[src/logic/tmr8_pkg.sv]
package tmr8_pkg;

   // register byte offsets
   localparam logic [7:0] TMR8_OFS_CTRL_A = 8'h00;
   localparam logic [7:0] TMR8_OFS_CTRL_B = 8'h04;
   localparam logic [7:0] TMR8_OFS_COUNT  = 8'h08;
   localparam logic [7:0] TMR8_OFS_CMP_A  = 8'h0C;
   localparam logic [7:0] TMR8_OFS_CMP_B  = 8'h10;
   localparam logic [7:0] TMR8_OFS_FLAGS  = 8'h14;

   // field positions and masks
   localparam int         TMR8_CHA_ACT_LSB  = 6;
   localparam int         TMR8_CHB_ACT_LSB  = 4;
   localparam int         TMR8_WGM_LOW_LSB  = 0;
   localparam logic [7:0] TMR8_CTRL_A_WMASK = 8'hF3;
   localparam int         TMR8_WGM_TOP_BIT  = 3;
   localparam int         TMR8_RUN_BIT      = 0;
   localparam int         TMR8_ASYNC_BIT    = 1;
   localparam logic [7:0] TMR8_CTRL_B_WMASK = 8'h0B;
   localparam int         TMR8_FLAG_OVF     = 0;
   localparam int         TMR8_FLAG_MATCH_A = 1;
   localparam int         TMR8_FLAG_MATCH_B = 2;

   // reset values and counter limits
   localparam logic [7:0] TMR8_RESET_8 = 8'h00;
   localparam logic [7:0] TMR8_MAX     = 8'hFF;
   localparam logic [7:0] TMR8_BOTTOM  = 8'h00;
   localparam logic [2:0] TMR8_HSIZE_WORD = 3'h2;

   // output action encodings
   localparam logic [1:0] TMR8_ACT_OFF    = 2'h0;
   localparam logic [1:0] TMR8_ACT_TOGGLE = 2'h1;

   typedef enum logic [2:0] {
      TMR8_MODE_NORMAL   = 3'h0,
      TMR8_MODE_PC_MAX   = 3'h1,
      TMR8_MODE_CLR_CMP  = 3'h2,
      TMR8_MODE_FAST_MAX = 3'h3,
      TMR8_MODE_RSVD4    = 3'h4,
      TMR8_MODE_PC_CMP   = 3'h5,
      TMR8_MODE_RSVD6    = 3'h6,
      TMR8_MODE_FAST_CMP = 3'h7
   } tmr8_mode_t;

   typedef enum logic {
      TMR8_DIR_UP   = 1'b0,
      TMR8_DIR_DOWN = 1'b1
   } tmr8_dir_t;

endpackage

[src/logic/tmr8_sync2.sv]
`timescale 1ns/1ps
`default_nettype none
module tmr8_sync2
(
   input  wire logic hclk,
   input  wire logic hresetn,
   input  wire logic async_in,
   output var  logic sync_out
);
   logic meta_reg;
   logic meta_next;
   logic sync_next;

   always_comb
   begin
      meta_next = async_in;
      sync_next = meta_reg;
   end

   always_ff @(posedge hclk or negedge hresetn)
   begin
      if (!hresetn)
      begin
         meta_reg <= 1'b0;
         sync_out <= 1'b0;
      end
      else
      begin
         meta_reg <= meta_next;
         sync_out <= sync_next;
      end
   end
endmodule // tmr8_sync2
`default_nettype wire

[src/logic/tmr8_top.sv]
`timescale 1ns/1ps
`default_nettype none
module tmr8_top
   import tmr8_pkg::*;
(
   input  wire logic        hclk,
   input  wire logic        hresetn,
   input  wire logic        hsel,
   input  wire logic [31:0] haddr,
   input  wire logic [1:0]  htrans,
   input  wire logic        hwrite,
   input  wire logic [2:0]  hsize,
   input  wire logic [31:0] hwdata,
   input  wire logic        hready,
   output var  logic        hreadyout,
   output var  logic [31:0] hrdata,
   output var  logic        hresp,
   input  wire logic        timer_osc_in,
   output var  logic        channel_a_wave_out,
   output var  logic        channel_a_wave_oe,
   output var  logic        channel_b_wave_out,
   output var  logic        channel_b_wave_oe
);
   ////////////////////////////////////////////////////////////////////////////////////
   logic [7:0]  ctrl_a_reg;
   logic [7:0]  ctrl_a_next;
   logic [7:0]  ctrl_b_reg;
   logic [7:0]  ctrl_b_next;
   logic [7:0]  count_reg;
   logic [7:0]  count_next;
   logic [7:0]  cmp_a_buf_reg;
   logic [7:0]  cmp_a_buf_next;
   logic [7:0]  cmp_b_buf_reg;
   logic [7:0]  cmp_b_buf_next;
   logic [7:0]  cmp_a_reg;
   logic [7:0]  cmp_a_next;
   logic [7:0]  cmp_b_reg;
   logic [7:0]  cmp_b_next;
   logic [2:0]  flags_reg;
   logic [2:0]  flags_next;
   tmr8_dir_t   dir_reg;
   tmr8_dir_t   dir_next;
   logic        block_reg;
   logic        block_next;
   logic        osc_seen_reg;
   logic        osc_seen_next;
   logic        wr_pend_reg;
   logic        wr_pend_next;
   logic        rd_pend_reg;
   logic        rd_pend_next;
   logic [7:0]  addr_reg;
   logic [7:0]  addr_next;
   logic [31:0] hrdata_next;
   logic        hreadyout_next;

   logic        osc_sync;
   tmr8_mode_t  mode;
   logic        fast_pwm;
   logic        phase_pwm;
   logic        pwm;
   logic [7:0]  top_val;
   logic        tick;
   logic        at_top;
   logic        match_a;
   logic        match_b;
   logic        ovf_set;
   logic [2:0]  flag_clr;
   logic [7:0]  rd_val;

   assign hresp = 1'b0;

   ////////////////////////////////////////////////////////////////////////////////////
   tmr8_sync2 u_osc_sync
   (
      .hclk     (hclk),
      .hresetn  (hresetn),
      .async_in (timer_osc_in),
      .sync_out (osc_sync)
   );

   tmr8_wave_unit #(.IS_CHAN_A(1'b1)) u_wave_a
   (
      .hclk       (hclk),
      .hresetn    (hresetn),
      .action     (ctrl_a_reg[TMR8_CHA_ACT_LSB +: 2]),
      .fast_pwm   (fast_pwm),
      .phase_pwm  (phase_pwm),
      .top_bit    (ctrl_b_reg[TMR8_WGM_TOP_BIT]),
      .match      (match_a),
      .at_top     (at_top),
      .cmp_is_top (cmp_a_reg == top_val),
      .count_up   (dir_reg == TMR8_DIR_UP),
      .wave_out   (channel_a_wave_out),
      .wave_oe    (channel_a_wave_oe)
   );

   tmr8_wave_unit #(.IS_CHAN_A(1'b0)) u_wave_b
   (
      .hclk       (hclk),
      .hresetn    (hresetn),
      .action     (ctrl_a_reg[TMR8_CHB_ACT_LSB +: 2]),
      .fast_pwm   (fast_pwm),
      .phase_pwm  (phase_pwm),
      .top_bit    (ctrl_b_reg[TMR8_WGM_TOP_BIT]),
      .match      (match_b),
      .at_top     (at_top),
      .cmp_is_top (cmp_b_reg == top_val),
      .count_up   (dir_reg == TMR8_DIR_UP),
      .wave_out   (channel_b_wave_out),
      .wave_oe    (channel_b_wave_oe)
   );

   ////////////////////////////////////////////////////////////////////////////////////
   // mode decode, tick and compare events
   always_comb
   begin
      mode      = tmr8_mode_t'({ctrl_b_reg[TMR8_WGM_TOP_BIT],
                                ctrl_a_reg[TMR8_WGM_LOW_LSB +: 2]});
      fast_pwm  = (mode == TMR8_MODE_FAST_MAX) || (mode == TMR8_MODE_FAST_CMP);
      phase_pwm = (mode == TMR8_MODE_PC_MAX) || (mode == TMR8_MODE_PC_CMP);
      pwm       = fast_pwm || phase_pwm;
      // reserved modes 4 and 6 fall back to a plain free-running count
      if (mode == TMR8_MODE_CLR_CMP || mode == TMR8_MODE_PC_CMP || mode == TMR8_MODE_FAST_CMP)
         top_val = cmp_a_reg;
      else
         top_val = TMR8_MAX;
      // async: one tick per rising oscillator edge seen after the synchroniser
      tick      = ctrl_b_reg[TMR8_RUN_BIT]
                  && (!ctrl_b_reg[TMR8_ASYNC_BIT] || (osc_sync && !osc_seen_reg));
      at_top    = tick && (count_reg == top_val);
      // a counter write suppresses the match on the following tick
      match_a   = tick && (count_reg == cmp_a_reg) && !block_reg;
      match_b   = tick && (count_reg == cmp_b_reg) && !block_reg;
      if (phase_pwm)
         ovf_set = tick && (count_reg == TMR8_BOTTOM);
      else if (mode == TMR8_MODE_FAST_CMP)
         ovf_set = at_top;
      else
         ovf_set = tick && (count_reg == TMR8_MAX);
   end

   ////////////////////////////////////////////////////////////////////////////////////
   // bus slave, registers and counter next state
   always_comb
   begin
      ctrl_a_next    = ctrl_a_reg;
      ctrl_b_next    = ctrl_b_reg;
      count_next     = count_reg;
      cmp_a_buf_next = cmp_a_buf_reg;
      cmp_b_buf_next = cmp_b_buf_reg;
      cmp_a_next     = cmp_a_reg;
      cmp_b_next     = cmp_b_reg;
      dir_next       = dir_reg;
      block_next     = tick ? 1'b0 : block_reg;
      osc_seen_next  = osc_sync;
      wr_pend_next   = 1'b0;
      rd_pend_next   = 1'b0;
      addr_next      = addr_reg;
      hrdata_next    = hrdata;
      hreadyout_next = hreadyout;
      flag_clr       = 3'h0;
      rd_val         = TMR8_RESET_8;

      // counting sequence per mode
      if (tick)
      begin
         if (fast_pwm)
            count_next = at_top ? TMR8_BOTTOM : 8'(count_reg + 8'h01);
         else if (phase_pwm)
         begin
            if (dir_reg == TMR8_DIR_UP)
            begin
               if (count_reg == top_val)
               begin
                  dir_next = TMR8_DIR_DOWN;
                  if (count_reg != TMR8_BOTTOM)
                     count_next = 8'(count_reg - 8'h01);
               end
               else
                  count_next = 8'(count_reg + 8'h01);
            end
            else if (count_reg == TMR8_BOTTOM)
            begin
               dir_next = TMR8_DIR_UP;
               if (top_val != TMR8_BOTTOM)
                  count_next = 8'(count_reg + 8'h01);
            end
            else
               count_next = 8'(count_reg - 8'h01);
         end
         else if (mode == TMR8_MODE_CLR_CMP)
            count_next = at_top ? TMR8_BOTTOM : 8'(count_reg + 8'h01);
         else
            count_next = 8'(count_reg + 8'h01);
      end
      if (!phase_pwm)
         dir_next = TMR8_DIR_UP;

      // data phase of a write
      if (wr_pend_reg)
      begin
         if (addr_reg == TMR8_OFS_CTRL_A)
            ctrl_a_next = hwdata[7:0] & TMR8_CTRL_A_WMASK;
         else if (addr_reg == TMR8_OFS_CTRL_B)
            ctrl_b_next = hwdata[7:0] & TMR8_CTRL_B_WMASK;
         else if (addr_reg == TMR8_OFS_COUNT)
         begin
            count_next = hwdata[7:0];
            block_next = 1'b1;
         end
         else if (addr_reg == TMR8_OFS_CMP_A)
            cmp_a_buf_next = hwdata[7:0];
         else if (addr_reg == TMR8_OFS_CMP_B)
            cmp_b_buf_next = hwdata[7:0];
         else if (addr_reg == TMR8_OFS_FLAGS)
            flag_clr = hwdata[2:0];
      end

      // compare values: straight through outside PWM, at TOP inside it
      if (!pwm || at_top)
      begin
         cmp_a_next = cmp_a_buf_next;
         cmp_b_next = cmp_b_buf_next;
      end

      // a hardware set in the same cycle as a clear wins
      flags_next = flags_reg & ~flag_clr;
      flags_next[TMR8_FLAG_OVF]     = flags_next[TMR8_FLAG_OVF] | ovf_set;
      flags_next[TMR8_FLAG_MATCH_A] = flags_next[TMR8_FLAG_MATCH_A] | match_a;
      flags_next[TMR8_FLAG_MATCH_B] = flags_next[TMR8_FLAG_MATCH_B] | match_b;

      // read wait state: data sampled one cycle late so a prior write is seen
      if (rd_pend_reg)
      begin
         if (addr_reg == TMR8_OFS_CTRL_A)
            rd_val = ctrl_a_reg & TMR8_CTRL_A_WMASK;
         else if (addr_reg == TMR8_OFS_CTRL_B)
            rd_val = ctrl_b_reg;
         else if (addr_reg == TMR8_OFS_COUNT)
            rd_val = count_reg;
         else if (addr_reg == TMR8_OFS_CMP_A)
            rd_val = cmp_a_buf_reg;
         else if (addr_reg == TMR8_OFS_CMP_B)
            rd_val = cmp_b_buf_reg;
         else if (addr_reg == TMR8_OFS_FLAGS)
            rd_val = {5'h00, flags_reg};
         hrdata_next    = {24'h000000, rd_val};
         hreadyout_next = 1'b1;
      end

      // address phase
      if (hsel && hready && htrans[1])
      begin
         addr_next = haddr[7:0];
         if (hwrite)
            wr_pend_next = (hsize == TMR8_HSIZE_WORD);
         else
         begin
            rd_pend_next   = 1'b1;
            hreadyout_next = 1'b0;
         end
      end
   end

   always_ff @(posedge hclk or negedge hresetn)
   begin
      if (!hresetn)
      begin
         ctrl_a_reg    <= TMR8_RESET_8;
         ctrl_b_reg    <= TMR8_RESET_8;
         count_reg     <= TMR8_RESET_8;
         cmp_a_buf_reg <= TMR8_RESET_8;
         cmp_b_buf_reg <= TMR8_RESET_8;
         cmp_a_reg     <= TMR8_RESET_8;
         cmp_b_reg     <= TMR8_RESET_8;
         flags_reg     <= 3'h0;
         dir_reg       <= TMR8_DIR_UP;
         block_reg     <= 1'b0;
         osc_seen_reg  <= 1'b0;
         wr_pend_reg   <= 1'b0;
         rd_pend_reg   <= 1'b0;
         addr_reg      <= 8'h00;
         hrdata        <= 32'h00000000;
         hreadyout     <= 1'b1;
      end
      else
      begin
         ctrl_a_reg    <= ctrl_a_next;
         ctrl_b_reg    <= ctrl_b_next;
         count_reg     <= count_next;
         cmp_a_buf_reg <= cmp_a_buf_next;
         cmp_b_buf_reg <= cmp_b_buf_next;
         cmp_a_reg     <= cmp_a_next;
         cmp_b_reg     <= cmp_b_next;
         flags_reg     <= flags_next;
         dir_reg       <= dir_next;
         block_reg     <= block_next;
         osc_seen_reg  <= osc_seen_next;
         wr_pend_reg   <= wr_pend_next;
         rd_pend_reg   <= rd_pend_next;
         addr_reg      <= addr_next;
         hrdata        <= hrdata_next;
         hreadyout     <= hreadyout_next;
      end
   end
endmodule // tmr8_top
`default_nettype wire

[src/logic/tmr8_wave_unit.sv]
`timescale 1ns/1ps
`default_nettype none
module tmr8_wave_unit
   import tmr8_pkg::*;
#(
   parameter bit IS_CHAN_A = 1'b1
)
(
   input  wire logic       hclk,
   input  wire logic       hresetn,
   input  wire logic [1:0] action,
   input  wire logic       fast_pwm,
   input  wire logic       phase_pwm,
   input  wire logic       top_bit,
   input  wire logic       match,
   input  wire logic       at_top,
   input  wire logic       cmp_is_top,
   input  wire logic       count_up,
   output var  logic       wave_out,
   output var  logic       wave_oe
);
   logic wave_next;
   logic oe_next;
   logic pwm;
   logic toggle_ok;
   logic special;

   always_comb
   begin
      pwm       = fast_pwm | phase_pwm;
      // channel B has no toggle in PWM; A needs the top mode bit
      toggle_ok = !pwm || (top_bit && IS_CHAN_A);
      oe_next   = (action != TMR8_ACT_OFF)
                  && !(action == TMR8_ACT_TOGGLE && !toggle_ok);
      special   = pwm && action[1] && cmp_is_top;
      wave_next = wave_out;
      if (action == TMR8_ACT_TOGGLE)
      begin
         if (match && toggle_ok)
            wave_next = ~wave_out;
      end
      else if (action[1])
      begin
         if (special)
         begin
            // the match is dropped; the TOP action alone keeps a constant level
            if (at_top)
               wave_next = ~action[0];
         end
         else if (!pwm)
         begin
            if (match)
               wave_next = action[0];
         end
         else if (fast_pwm)
         begin
            if (match)
               wave_next = action[0];
            else if (at_top)
               wave_next = ~action[0];
         end
         else if (match)
            wave_next = count_up ? action[0] : ~action[0];
      end
   end

   always_ff @(posedge hclk or negedge hresetn)
   begin
      if (!hresetn)
      begin
         wave_out <= 1'b0;
         wave_oe  <= 1'b0;
      end
      else
      begin
         wave_out <= wave_next;
         wave_oe  <= oe_next;
      end
   end
endmodule // tmr8_wave_unit
`default_nettype wire

[config.mk]
export PLATFORM = sky130hd
export DESIGN_NAME = tmr8_top
export DESIGN_NICKNAME = d
export VERILOG_FILES = /design/src/logic/tmr8_pkg.sv /design/src/logic/tmr8_sync2.sv /design/src/logic/tmr8_top.sv /design/src/logic/tmr8_wave_unit.sv
export SDC_FILE = /design/constraint.sdc
export NUM_CORES = 1
export LEC_CHECK = 0
export ABC_CLOCK_PERIOD_IN_PS = 2800
export BUFFER_PORTS_ARGS = -buffer_cell sky130_fd_sc_hd__buf_2
export CAP_MARGIN = 20
export CORE_ASPECT_RATIO = 1.5
export CORE_MARGIN = 2
export CORE_UTILIZATION = 50
export CTS_CLUSTER_DIAMETER = 60
export DETAILED_ROUTE_END_ITERATION = 8
export MAX_ROUTING_LAYER = met4
export PLACE_DENSITY = 0.74
export SYNTH_ARGS = -nofsm -noshare
export SYNTH_HDL_FRONTEND = slang
export SYNTH_SLANG_ARGS = --single-unit
[constraint.sdc]
create_clock -name hclk -period 2.8 [get_ports hclk]
set_input_delay 0.28 -clock hclk [delete_from_list [all_inputs] [get_ports hclk]]
set_output_delay 0.28 -clock hclk [all_outputs]
set_load 0.02 [all_outputs]
==> results of run 1 <==
-- logic make-up after synthesis --
kind of cell    Yosys count
xor+xnor                 23
flops                    80
buf+inv                  84
mux                      57
compound gates          132
simple gates            152
other cells               1
fa+ha+maj                 3
-- synth_stat cells, drive strengths merged (6+ instances only) --
library cell  number
nand3             15
o211ai            17
dfrtp             79
a21oi             15
xnor2             21
nand2             32
a31oi             10
nor3              12
mux2              56
buf               45
nor2              26
a221oi             6
and3               7
inv               19
nand4             11
o22ai              7
clkbuf            20
a22oi             12
o21ai             28
or3                9
a211oi             7
-- per-layer routing --
metal / GRT usage / part of all wire
met5: - / 0
met4: 0.172 / 0.056
met3: 0.0405 / 0.075
met2: 0.470 / 0.52
met1: 0.314 / 0.35
-- worst max-delay path: stages (launching register included) --
cell	delay, ns
dfrtp_1	0.56
or3b_1	0.37
a22oi_1	0.11
o22ai_1	0.33
nand4_4	0.22
nand2b_4	0.24
nand2_4	0.31
mux2_2	0.39
-- through the flow --
step / util / std cells / area, µm² / worst slack, ns / hold WS (ns)
floorplan: - / 556 / 5360 / 0.421 / -0.0156
global placement: 0.543 / 698 / 5540 / 0.219 / 0.334
detailed placement: 0.543 / 698 / 5540 / 0.146 / 0.338
CTS: 0.571 / 714 / 5820 / 0.142 / 0.0394
global route: 0.576 / 716 / 5870 / 0.0185 / 0.0396
finish: 0.576 / 716 / 5870 / 0.140 / 0.0460
-- worst min path at each step --
stage | slack (ns) | endpoint | cells past startpoint | startpoint
floorplan | -0.02 | addr_reg[0]$_DFFE_PN0P_ | 0 | hresetn
global placement | 0.33 | u_osc_sync.sync_out$_DFF_PN0_ | 0 | u_osc_sync.meta_reg$_DFF_PN0_
detailed placement | 0.34 | u_osc_sync.sync_out$_DFF_PN0_ | 0 | u_osc_sync.meta_reg$_DFF_PN0_
CTS | 0.04 | u_osc_sync.meta_reg$_DFF_PN0_ | 1 | timer_osc_in
global route | 0.04 | u_osc_sync.meta_reg$_DFF_PN0_ | 1 | timer_osc_in
finish | 0.05 | u_osc_sync.meta_reg$_DFF_PN0_ | 1 | timer_osc_in
-- area by class of cell --
class,count,area share
clock buffer,11,0.0413
clock inverter,5,0.00660
inverter,19,0.0121
multi-input combinational,392,0.494
sequential,80,0.341
tap,141,0.0300
timing repair buffer,68,0.0750
-- timing repair --
item	4_1_cts	5_1_grt
hold endpoints to repair	0	8
endpoints found under the setup margin	0	19
resized for setup	0	4
hold buffers	0	1
-- power by group --
| part | total, mW | leakage (nW) | internal, mW | switching, mW |
|---|---|---|---|---|
| clock network | 1.13 | 0.137 | 0.632 | 0.495 |
| logic | 1.13 | 1.42 | 0.487 | 0.646 |
| registers | 1.50 | 0.988 | 1.29 | 0.213 |
| total | 3.76 | 2.54 | 2.41 | 1.35 |
==> results by group, run 1 <==
Timing
  • Max-slew headroom: 0.627
  • RSZ-0062 raised after global routing: false
  • Minimum clock period: 2.66 ns
  • Setup TNS: 0 ns
  • Clock Skew: 0.00844 ns
  • Max Clk Rate: 376 MHz
  • Final period utilization: 0.950
  • Setup violators final: 0
  • Slew Viols, Final: 0
  • Worst-margin pin slew: 0.557 ns
  • Final hold vios: 0

Clock network
  • CTS HTree Levels: 3
  • Clock Path Buffers: 2
  • TritonCTS clock tree: done
  • Clk sinks: 80
  • Clk root buf: clkbuf_16
  • Num CTS Buffers: 9
  • Clk Latency, worst-skew pair: 0.34 ns
  • Setup Buffers After CTS: 0
  • Clk pin slew, worst setup/hold paths: 0.07 ns

Run status
  • Status: finished, final reports clean

Synth
  • Area share of fa/ha/maj cells after synthesis: 0.00712
  • Ys flop type: dfrtp_1
  • Synth cell types: 78
  • Mux cell area share after synthesis: 0.129
  • Ys async rst share: 1.00
  • Yosys warns: 0
  • Synthesized area: 5270 µm²
  • Main combinational cell family by area after synthesis: compound AO/OA/AOI/OAI gates
  • Synth Instances: 532
  • Post-synth top area share: 0.375
  • Post-synthesis average cell area: 9.91 µm²
  • Sequential area share after synthesis: 0.380
  • XOR/XNOR Fraction of Synth Area: 0.0382
  • Simple-gate portion of the synthesized area: 0.177
  • Dominant cells by area after synthesis: dfrtp_1 (38%), mux2_2 (9.8%), buf_4 (4.0%), xnor2_1 (3.5%), mux2_4 (2.8%)
  • Synth area leader: dfrtp_1
  • Post-synth EDFFs: 0
  • Flops & latches, synth: 80
  • Synth Area in Compound Gates: 0.178

Global route
  • Vias in the first global route: 4441
  • Largest net degree at the start of global routing: 81
  • First-pass GRT wire length: 23500 µm
  • Grt ovf: 0
  • Initial antenna violation count: 0
  • Total track usage: 0.281

Final layout
  • Share of layout cells above drive strength 1: 0.287
  • Register area: 2000 µm²
  • Antenna diodes: 0
  • Area Growth Syn to Fin: 11.4%
  • Final Net Count: 648
  • Commonest non-fill, non-tap cell in the layout: dfrtp_1
  • Fill count: 875
  • Leading cell types in the layout, fill and taps excluded: dfrtp_1 (78), mux2_2 (46), buf_2 (37)
  • Area occupied by multi-input gates: 2900 µm²

Floorplan
  • Die span in x: 87.8 µm
  • Row Count: 45
  • Die area: 11400 µm²
  • Core ar.: 10200 µm²
  • Chip height: 130 µm
  • IO Pins: 113
  • Initial Utilization: 0.517

Power
  • Static leakage: 2.54 nW
  • Cell Pwr Density: 640 nW/µm²
  • Overall Power: 3.76 mW
  • VDD IR max: 0.551 mV

Critical path
  • Required @ worst endpoint: 3.03 ns
  • Crit start category: flip-flop
  • CP Max Fanout: 16
  • Worst setup path end: cmp_b_reg[4]$_DFFE_PN0P_
  • WS Path Type: reg -> reg
  • Worst r2r path cells: 7
  • R2R Setup Slk: 0.14 ns
  • Endpoint class of the critical path: flip-flop
  • WP data arrival: 2.89 ns
  • Worst Setup SP: ctrl_b_reg[3]$_DFFE_PN0P_
  • Reg2Reg Launch Point: ctrl_b_reg[3]$_DFFE_PN0P_
  • Crit Reg-Reg Endpoint: cmp_b_reg[4]$_DFFE_PN0P_

Detailed routing
  • Vias after detailed routing: 4541
  • 1st-pass router iterations: 5
  • DRT iter0 DRCs: 407
  • # DRC: 0
  • Routed length per placed instance: 20.6 µm
  • Post-route ant nets: 0
  • Vias/cell: 6.34
  • WL final: 14800 µm

Placement
  • PortBufs: 38
  • GPL Wtd Cong: 0.925
  • Dpl hpwl: 10700 µm

Run
  • Max_cap viols: 0

Min path
  • Worst hold path type: in -> reg
(Power assumes the default switching activity.)
==> run 2, diff against run 1 <==
--- a/config.mk
+++ b/config.mk
@@ -6,7 +6,7 @@
 export NUM_CORES = 1
 export LEC_CHECK = 0
 export ABC_CLOCK_PERIOD_IN_PS = 2800
-export BUFFER_PORTS_ARGS = -buffer_cell sky130_fd_sc_hd__buf_2
+export BUFFER_PORTS_ARGS = -buffer_cell sky130_fd_sc_hd__clkbuf_2
 export CAP_MARGIN = 20
 export CORE_ASPECT_RATIO = 1.5
 export CORE_MARGIN = 2
==> run 2 against run 1 <==
Against the previous run:
- non-clock buffer count increased by 1
- die area unchanged
- fmax decreased by 0.91%
==> results by group, run 2 (same netlist as run 1, synthesis figures left out) <==
Power
  • Switching power: 1.36 mW (+0.38%)
  • Flop pwr share: 0.391 (-0.008)
  • Static leakage: 2.56 nW (+0.55%)
  • Overall Power: 3.78 mW (+0.60%)
  • VDD IR max: 0.455 mV (-17%)
  • Combinational Power Share: 0.308 (+0.007)
  • Cell Pwr Density: 641 nW/µm² (+0.13%)
  • Sw frac: 0.359 (-0.000810)
  • Clock power frac: 0.301 (about the same)
  • Cell-internal power: 2.43 mW (+0.73%)

Global route
  • Grt ovf: 0 (unchanged)
  • Total track usage: 0.269 (-0.0127)
  • Vias in the first global route: 4243 (-4.5%)
  • First-pass GRT wire length: 22500 µm (-3.9%)
  • Initial antenna violation count: 0 (unchanged)
  • Largest net degree at the start of global routing: 81 (unchanged)

Timing
  • RSZ-0062 raised after global routing: false
  • Final hold vios: 0 (unchanged)
  • Setup TNS: 0 ns (unchanged)
  • Max-slew headroom: 0.620 (-0.00732)
  • Setup violators final: 0 (unchanged)
  • Final period utilization: 0.959 (+0.00873)
  • Max Clk Rate: 373 MHz (-0.91%)
  • Worst-margin pin slew: 0.568 ns (+0.0109 ns)
  • Slew Viols, Final: 0 (unchanged)
  • Minimum clock period: 2.68 ns (+0.0244 ns)
  • Clock Skew: 0.00941 ns (+0.000966 ns)

Detailed routing
  • # DRC: 0 (unchanged)
  • Routed length per placed instance: 19.7 µm (-4.5%)
  • Vias/cell: 6.10 (-3.8%)
  • WL final: 14100 µm (-4.4%)
  • 1st-pass router iterations: 5 (unchanged)
  • Vias after detailed routing: 4373 (-3.7%)
  • DRT iter0 DRCs: 442 (+8.6%)
  • Post-route ant nets: 0 (unchanged)

Final layout
  • Design Area, Final: 5900 µm² (+0.47%)
  • Leading cell types in the layout, fill and taps excluded: dfrtp_1 (79), mux2_2 (46), clkbuf_2 (37)
  • Share of layout cells above drive strength 1: 0.293 (+0.00645)
  • Fill count: 847 (-3.2%)
  • Area occupied by multi-input gates: 2910 µm² (+0.47%)
  • Commonest non-fill, non-tap cell in the layout: dfrtp_1
  • Area Growth Syn to Fin: 12.0%
  • Antenna diodes: 0 (unchanged)
  • Register area: 2000 µm² (about the same)
  • Final Net Count: 649 (+0.15%)

Critical path
  • Crit start category: flip-flop
  • WP data arrival: 2.91 ns (+0.02 ns)
  • CP Max Fanout: 16 (unchanged)
  • Required @ worst endpoint: 3.02 ns (about the same)
  • Endpoint class of the critical path: flip-flop
  • WS Path Type: reg -> reg

Clock network
  • Clk root buf: clkbuf_16
  • Clock Path Buffers: 2 (unchanged)
  • Setup Buffers After CTS: 0 (unchanged)
  • CTS HTree Levels: 3 (unchanged)
  • TritonCTS clock tree: done
  • Num CTS Buffers: 9 (unchanged)
  • Clk sinks: 80 (unchanged)
  • Clk Latency, worst-skew pair: 0.34 ns (about the same)
  • Clk pin slew, worst setup/hold paths: 0.06 ns (about the same)

Floorplan
  • Initial Utilization: 0.517 (unchanged)
  • Chip height: 130 µm (unchanged)
  • IO Pins: 113 (unchanged)
  • Row Count: 45 (unchanged)
  • Die span in x: 87.8 µm (unchanged)
  • Core ar.: 10200 µm² (unchanged)
  • Die area: 11400 µm² (unchanged)

Placement
  • Dpl hpwl: 10600 µm (-0.54%)
  • GPL Wtd Cong: 0.952 (+2.8%)
  • PortBufs: 38 (unchanged)
  • DP Area: 5550 µm² (+0.14%)

Run
  • Max_cap viols: 0 (unchanged)

Min path
  • Worst hold path type: in -> reg

Run status
  • Status: finished, final reports clean
[run 2: metal layers]
metal	part of all wire	vias to the layer above	global-route usage
li1	-	1998	-
met1	0.38	2121	0.313
met2	0.53	210	0.455
met3	0.059	44	0.0373
met4	0.036	0	0.125
met5	0	-	-
[run 2: critical path: stages (launching register included)]
cell and delay, ns:
dfrtp_1 0.53, nor3b_4 0.42, nor2_2 0.15, o2111ai_2 0.36
nand4_4 0.21, nand2b_4 0.23, nand2_4 0.28, mux2_2 0.38
[run 2: power by group through the flow]
stage	sequential, mW	combinational (mW)	clock (mW)
final	1.48	1.17	1.14
after global routing	1.50	1.27	1.20
after CTS	1.48	1.13	1.15
after detailed placement	1.49	1.12	0
after global placement	1.49	1.11	0
after floorplan	1.45	0.823	0
[run 2: repair_timing]
item	CTS	global route
hold endpoints to repair	0	8
gates resized for setup	0	7
hold buffers	0	1
setup endpoints to repair	0	13
[run 2: metrics by stage]
step | std cells | setup slack [ns] | utilization | hold slack [ns]
finish | 717 | 0.116 | 0.579 | 0.0468
CTS | 715 | 0.0518 | 0.572 | 0.0454
global placement | 699 | 0.0810 | 0.544 | 0.335
floorplan | 556 | 0.421 | - | -0.0156
detailed placement | 699 | 0.0626 | 0.544 | 0.342
global route | 717 | 0.0187 | 0.579 | 0.0463
[run 2: final timing paths]
check	start	endpoint	slack, ns	cells after the start
setup / recovery	ctrl_b_reg[3]$_DFFE_PN0P_	cmp_b_reg[0]$_DFFE_PN0P_	0.12	7
min in group asynchronous	hresetn	count_reg[5]$_DFF_PN0_	0.32	2
hold reg to reg	u_osc_sync.meta_reg$_DFF_PN0_	u_osc_sync.sync_out$_DFF_PN0_	0.35	0
setup reg to reg	ctrl_b_reg[3]$_DFFE_PN0P_	cmp_b_reg[0]$_DFFE_PN0P_	0.12	7
max in group asynchronous	hresetn	hreadyout$_DFF_PN1_	1.87	3
hold / removal	timer_osc_in	u_osc_sync.meta_reg$_DFF_PN0_	0.05	1
[run 2: final cells by class]
| type | count | area share |
|---|---|---|
| repair buffers | 69 | 0.0759 |
| flip-flops and latches | 80 | 0.339 |
| clock buffers | 10 | 0.0405 |
| inverters | 19 | 0.0121 |
| well taps | 141 | 0.0299 |
| multi-input cells | 392 | 0.494 |
| clock inverters | 6 | 0.00848 |
==> run 3, diff against run 2 <==
--- a/config.mk
+++ b/config.mk
@@ -5,6 +5,7 @@
 export SDC_FILE = /design/constraint.sdc
 export NUM_CORES = 1
 export LEC_CHECK = 0
+export ABC_AREA = 1
 export ABC_CLOCK_PERIOD_IN_PS = 2800
 export BUFFER_PORTS_ARGS = -buffer_cell sky130_fd_sc_hd__clkbuf_2
 export CAP_MARGIN = 20
==> run 3 against run 2 <==
Against the previous run:
- clock power increased by 13%
- final area decreased by 4.5%
- worst hold slack got worse by 0.0038 ns
- fmax increased by 8.8%
- largest cell class unchanged
- flip-flop and latch count unchanged
- clock skew increased by 0.0012 ns
- area after synthesis decreased by 3.3%
- via count increased by 7.6%
- sequential power about the same
- routed wire length increased by 4.5%
- count of clock-buffer cells in the layout decreased by 1
==> results by group, run 3 <==
Run status
  • Status: finished, final reports clean

Global route
  • First-pass GRT wire length: 23200 µm (+3.0%)
  • Total track usage: 0.288 (+0.0191)
  • Initial antenna violation count: 0 (unchanged)
  • Vias in the first global route: 4513 (+6.4%)
  • Largest net degree at the start of global routing: 81 (unchanged)
  • Grt ovf: 0 (unchanged)

Placement
  • GPL Wtd Cong: 0.951 (about the same)
  • Inst Count DP: 829 (+19%)
  • Dpl hpwl: 11400 µm (+7.6%)
  • PortBufs: 38 (unchanged)

Clock network
  • # resized after CTS: 0 (unchanged)
  • TritonCTS clock tree: done
  • Setup Buffers After CTS: 0 (unchanged)
  • Num CTS Buffers: 9 (unchanged)
  • CTS HTree Levels: 3 (unchanged)
  • Clk Latency, worst-skew pair: 0.34 ns (about the same)
  • Clk pin slew, worst setup/hold paths: 0.06 ns (about the same)
  • Hold buffer count at CTS: 0 (unchanged)
  • Clock Path Buffers: 2 (unchanged)
  • Clk root buf: clkbuf_16
  • Clk sinks: 80 (unchanged)

Timing
  • Setup TNS: 0 ns (unchanged)
  • Clock Skew: 0.0106 ns (+0.00117 ns)
  • RSZ-0062 raised after global routing: false
  • Minimum clock period: 2.47 ns (-0.216 ns)
  • Final period utilization: 0.881 (-0.0772)
  • Setup violators final: 0 (unchanged)
  • Final hold vios: 0 (unchanged)
  • Slew Viols, Final: 0 (unchanged)
  • Max Clk Rate: 405 MHz (+8.8%)

Detailed routing
  • # DRC: 0 (unchanged)
  • DRT iter0 DRCs: 401 (-9.3%)
  • WL final: 14800 µm (+4.5%)
  • 1st-pass router iterations: 5 (unchanged)
  • Routed length per placed instance: 17.4 µm (-12%)
  • Vias after detailed routing: 4707 (+7.6%)
  • Post-route ant nets: 0 (unchanged)
  • Vias/cell: 5.56 (-8.9%)

Floorplan
  • Die area: 11000 µm² (-3.2%)
  • Die span in x: 86.4 µm (-1.6%)
  • Row Count: 45 (unchanged)
  • Chip height: 128 µm (-1.6%)
  • Initial Utilization: 0.508 (-0.00876)
  • Core ar.: 10000 µm² (-1.7%)
  • IO Pins: 113 (unchanged)

Synth
  • Post-synth top area share: 0.388 (+0.0129)
  • Synth area leader: dfrtp_1
  • Ys async rst share: 1.00 (unchanged)
  • Sequential area share after synthesis: 0.393 (+0.0131)
  • Most common cell in the netlist: nand2_1
  • Synth top cells by count: nand2_1 (191), dfrtp_1 (79), inv_1 (68)
  • Ys flop type: dfrtp_1
  • Synth cell types: 46 (-41%)
  • Dominant cells by area after synthesis: dfrtp_1 (39%), nand2_1 (14%), inv_1 (5.0%), o21ai_0 (4.8%), buf_4 (4.3%)
  • Yosys warns: 0 (unchanged)
  • Flops & latches, synth: 80 (unchanged)
  • Synth Instances: 688 (+29%)
  • Post-synthesis average cell area: 7.41 µm² (-25%)
  • Post-synth EDFFs: 0 (unchanged)
  • Synthesized area: 5100 µm² (-3.3%)

Final layout
  • Share of layout cells above drive strength 1: 0.144 (-0.150)
  • Final Net Count: 803 (+24%)
  • Post-route insts no fill: 847 (+18%)
  • Register area: 2000 µm² (unchanged)
  • Area occupied by multi-input gates: 2590 µm² (-11%)
  • Leading cell types in the layout, fill and taps excluded: nand2_1 (191), dfrtp_1 (79), inv_1 (68)
  • Area Growth Syn to Fin: 10.6%
  • Antenna diodes: 0 (unchanged)
  • Fill count: 987 (+17%)
  • Commonest non-fill, non-tap cell in the layout: nand2_1

Critical path
  • Crit path cell chain: nor2_2 > nand2_2 > nand2_4 > nand2_1 > nor3_1 > inv_1 > nand4_1 > nand3_4 > nand2_1 > nand2_1 > a21oi_1 > nor2_1
  • Worst r2r path cells: 12 (+5)
  • Endpoint class of the critical path: flip-flop
  • R2R Setup Slk: 0.33 ns (+0.22 ns)
  • WP data arrival: 2.70 ns (-0.21 ns)
  • Crit Reg-Reg Endpoint: count_reg[4]$_DFF_PN0_
  • Crit path largest cell delay: 0.51 ns (-0.02 ns)
  • Top delay family on crit path: simple AND/OR/NAND/NOR gates
  • WS Path Type: reg -> reg
  • Crit path buf inv count: 1 (+1)
  • Slowest cell on the critical path: dfrtp_1
  • CP Max Fanout: 22 (+6)
  • Required @ worst endpoint: 3.03 ns (about the same)
  • Crit start category: flip-flop
  • Reg2Reg Launch Point: ctrl_a_reg[0]$_DFFE_PN0P_
  • Most frequent cell on the critical path: nand2_1

Min path
  • Worst hold path type: in -> reg
  • Hold depth: 1 (unchanged)
  • WHS Endpoint: u_osc_sync.meta_reg$_DFF_PN0_
  • Worst hold start: timer_osc_in

Power
  • VDD IR max: 0.378 mV (-17%)
  • Static leakage: 2.89 nW (+13%)
  • Cell Pwr Density: 690 nW/µm² (+7.6%)

Run
  • Max_cap viols: 0 (unchanged)
run 3: area by class of cell:
class	count	area share
inverter	74	0.0493
clock buffer	9	0.0400
clock inverter	7	0.0175
timing repair buffer	47	0.0524
tap	117	0.0260
multi-input combinational	513	0.459
sequential	80	0.356
run 3: per-stage QoR:
step / hold WS, ns / util / cell area, µm² / power (mW) / setup slack [ns]
after floorplan: -0.0156 / - / 5190 / 2.25 / 1.00
after global placement: 0.333 / 0.526 / 5270 / 2.58 / 0.438
after detailed placement: 0.341 / 0.526 / 5270 / 2.60 / 0.362
after CTS: 0.0393 / 0.558 / 5600 / 3.89 / 0.348
after global routing: 0.0446 / 0.562 / 5630 / 4.08 / 0.172
final: 0.0430 / 0.562 / 5630 / 3.89 / 0.332
run 3: worst reg2reg max path: stages (launching register included):
cell and delay, ns:
dfrtp_1 0.51, nor2_2 0.17, nand2_2 0.09, nand2_4 0.27
nand2_1 0.17, nor3_1 0.40, inv_1 0.16, nand4_1 0.15
nand3_4 0.13, nand2_1 0.08, nand2_1 0.06, a21oi_1 0.13
nor2_1 0.05
run 3: power breakdown:
group          leakage (nW)  total, mW  switching, mW  internal, mW
clock network         0.157       1.29          0.504         0.789
logic                  1.89       1.14          0.752         0.389
registers             0.838       1.45          0.177          1.28
run 3: worst max path at each step:
| stage | from | to | cells past startpoint | slack (ns) |
|---|---|---|---|---|
| after CTS | ctrl_a_reg[0]$_DFFE_PN0P_ | count_reg[4]$_DFF_PN0_ | 12 | 0.35 |
| after global placement | ctrl_a_reg[0]$_DFFE_PN0P_ | count_reg[4]$_DFF_PN0_ | 12 | 0.44 |
| after global routing | ctrl_a_reg[0]$_DFFE_PN0P_ | count_reg[0]$_DFF_PN0_ | 11 | 0.17 |
| after floorplan | ctrl_a_reg[0]$_DFFE_PN0P_ | count_reg[7]$_DFF_PN0_ | 16 | 1.00 |
| after detailed placement | ctrl_a_reg[0]$_DFFE_PN0P_ | count_reg[5]$_DFF_PN0_ | 12 | 0.36 |
| final | ctrl_a_reg[0]$_DFFE_PN0P_ | count_reg[4]$_DFF_PN0_ | 12 | 0.33 |
run 3: per-layer routing:
| layer | part of all wire | wire length, µm | vias to the layer above | track usage |
|---|---|---|---|---|
| li1 | - | - | 2277 | - |
| met1 | 0.39 | 5810 | 2226 | 0.329 |
| met2 | 0.52 | 7650 | 162 | 0.489 |
| met3 | 0.040 | 586 | 42 | 0.0355 |
| met4 | 0.049 | 723 | 0 | 0.148 |
| met5 | 0 | 0 | - | - |
run 3: logic make-up after synthesis:
group,share of synthesized area
DFF,0.393
other,0.000736
buffers and inverters,0.117
muxes,0.0133
adders and majority gates,0.00737
and+or+nand+nor,0.319
xor gates and xnor gates,0.0327
AOI/OAI and AO/OA,0.117
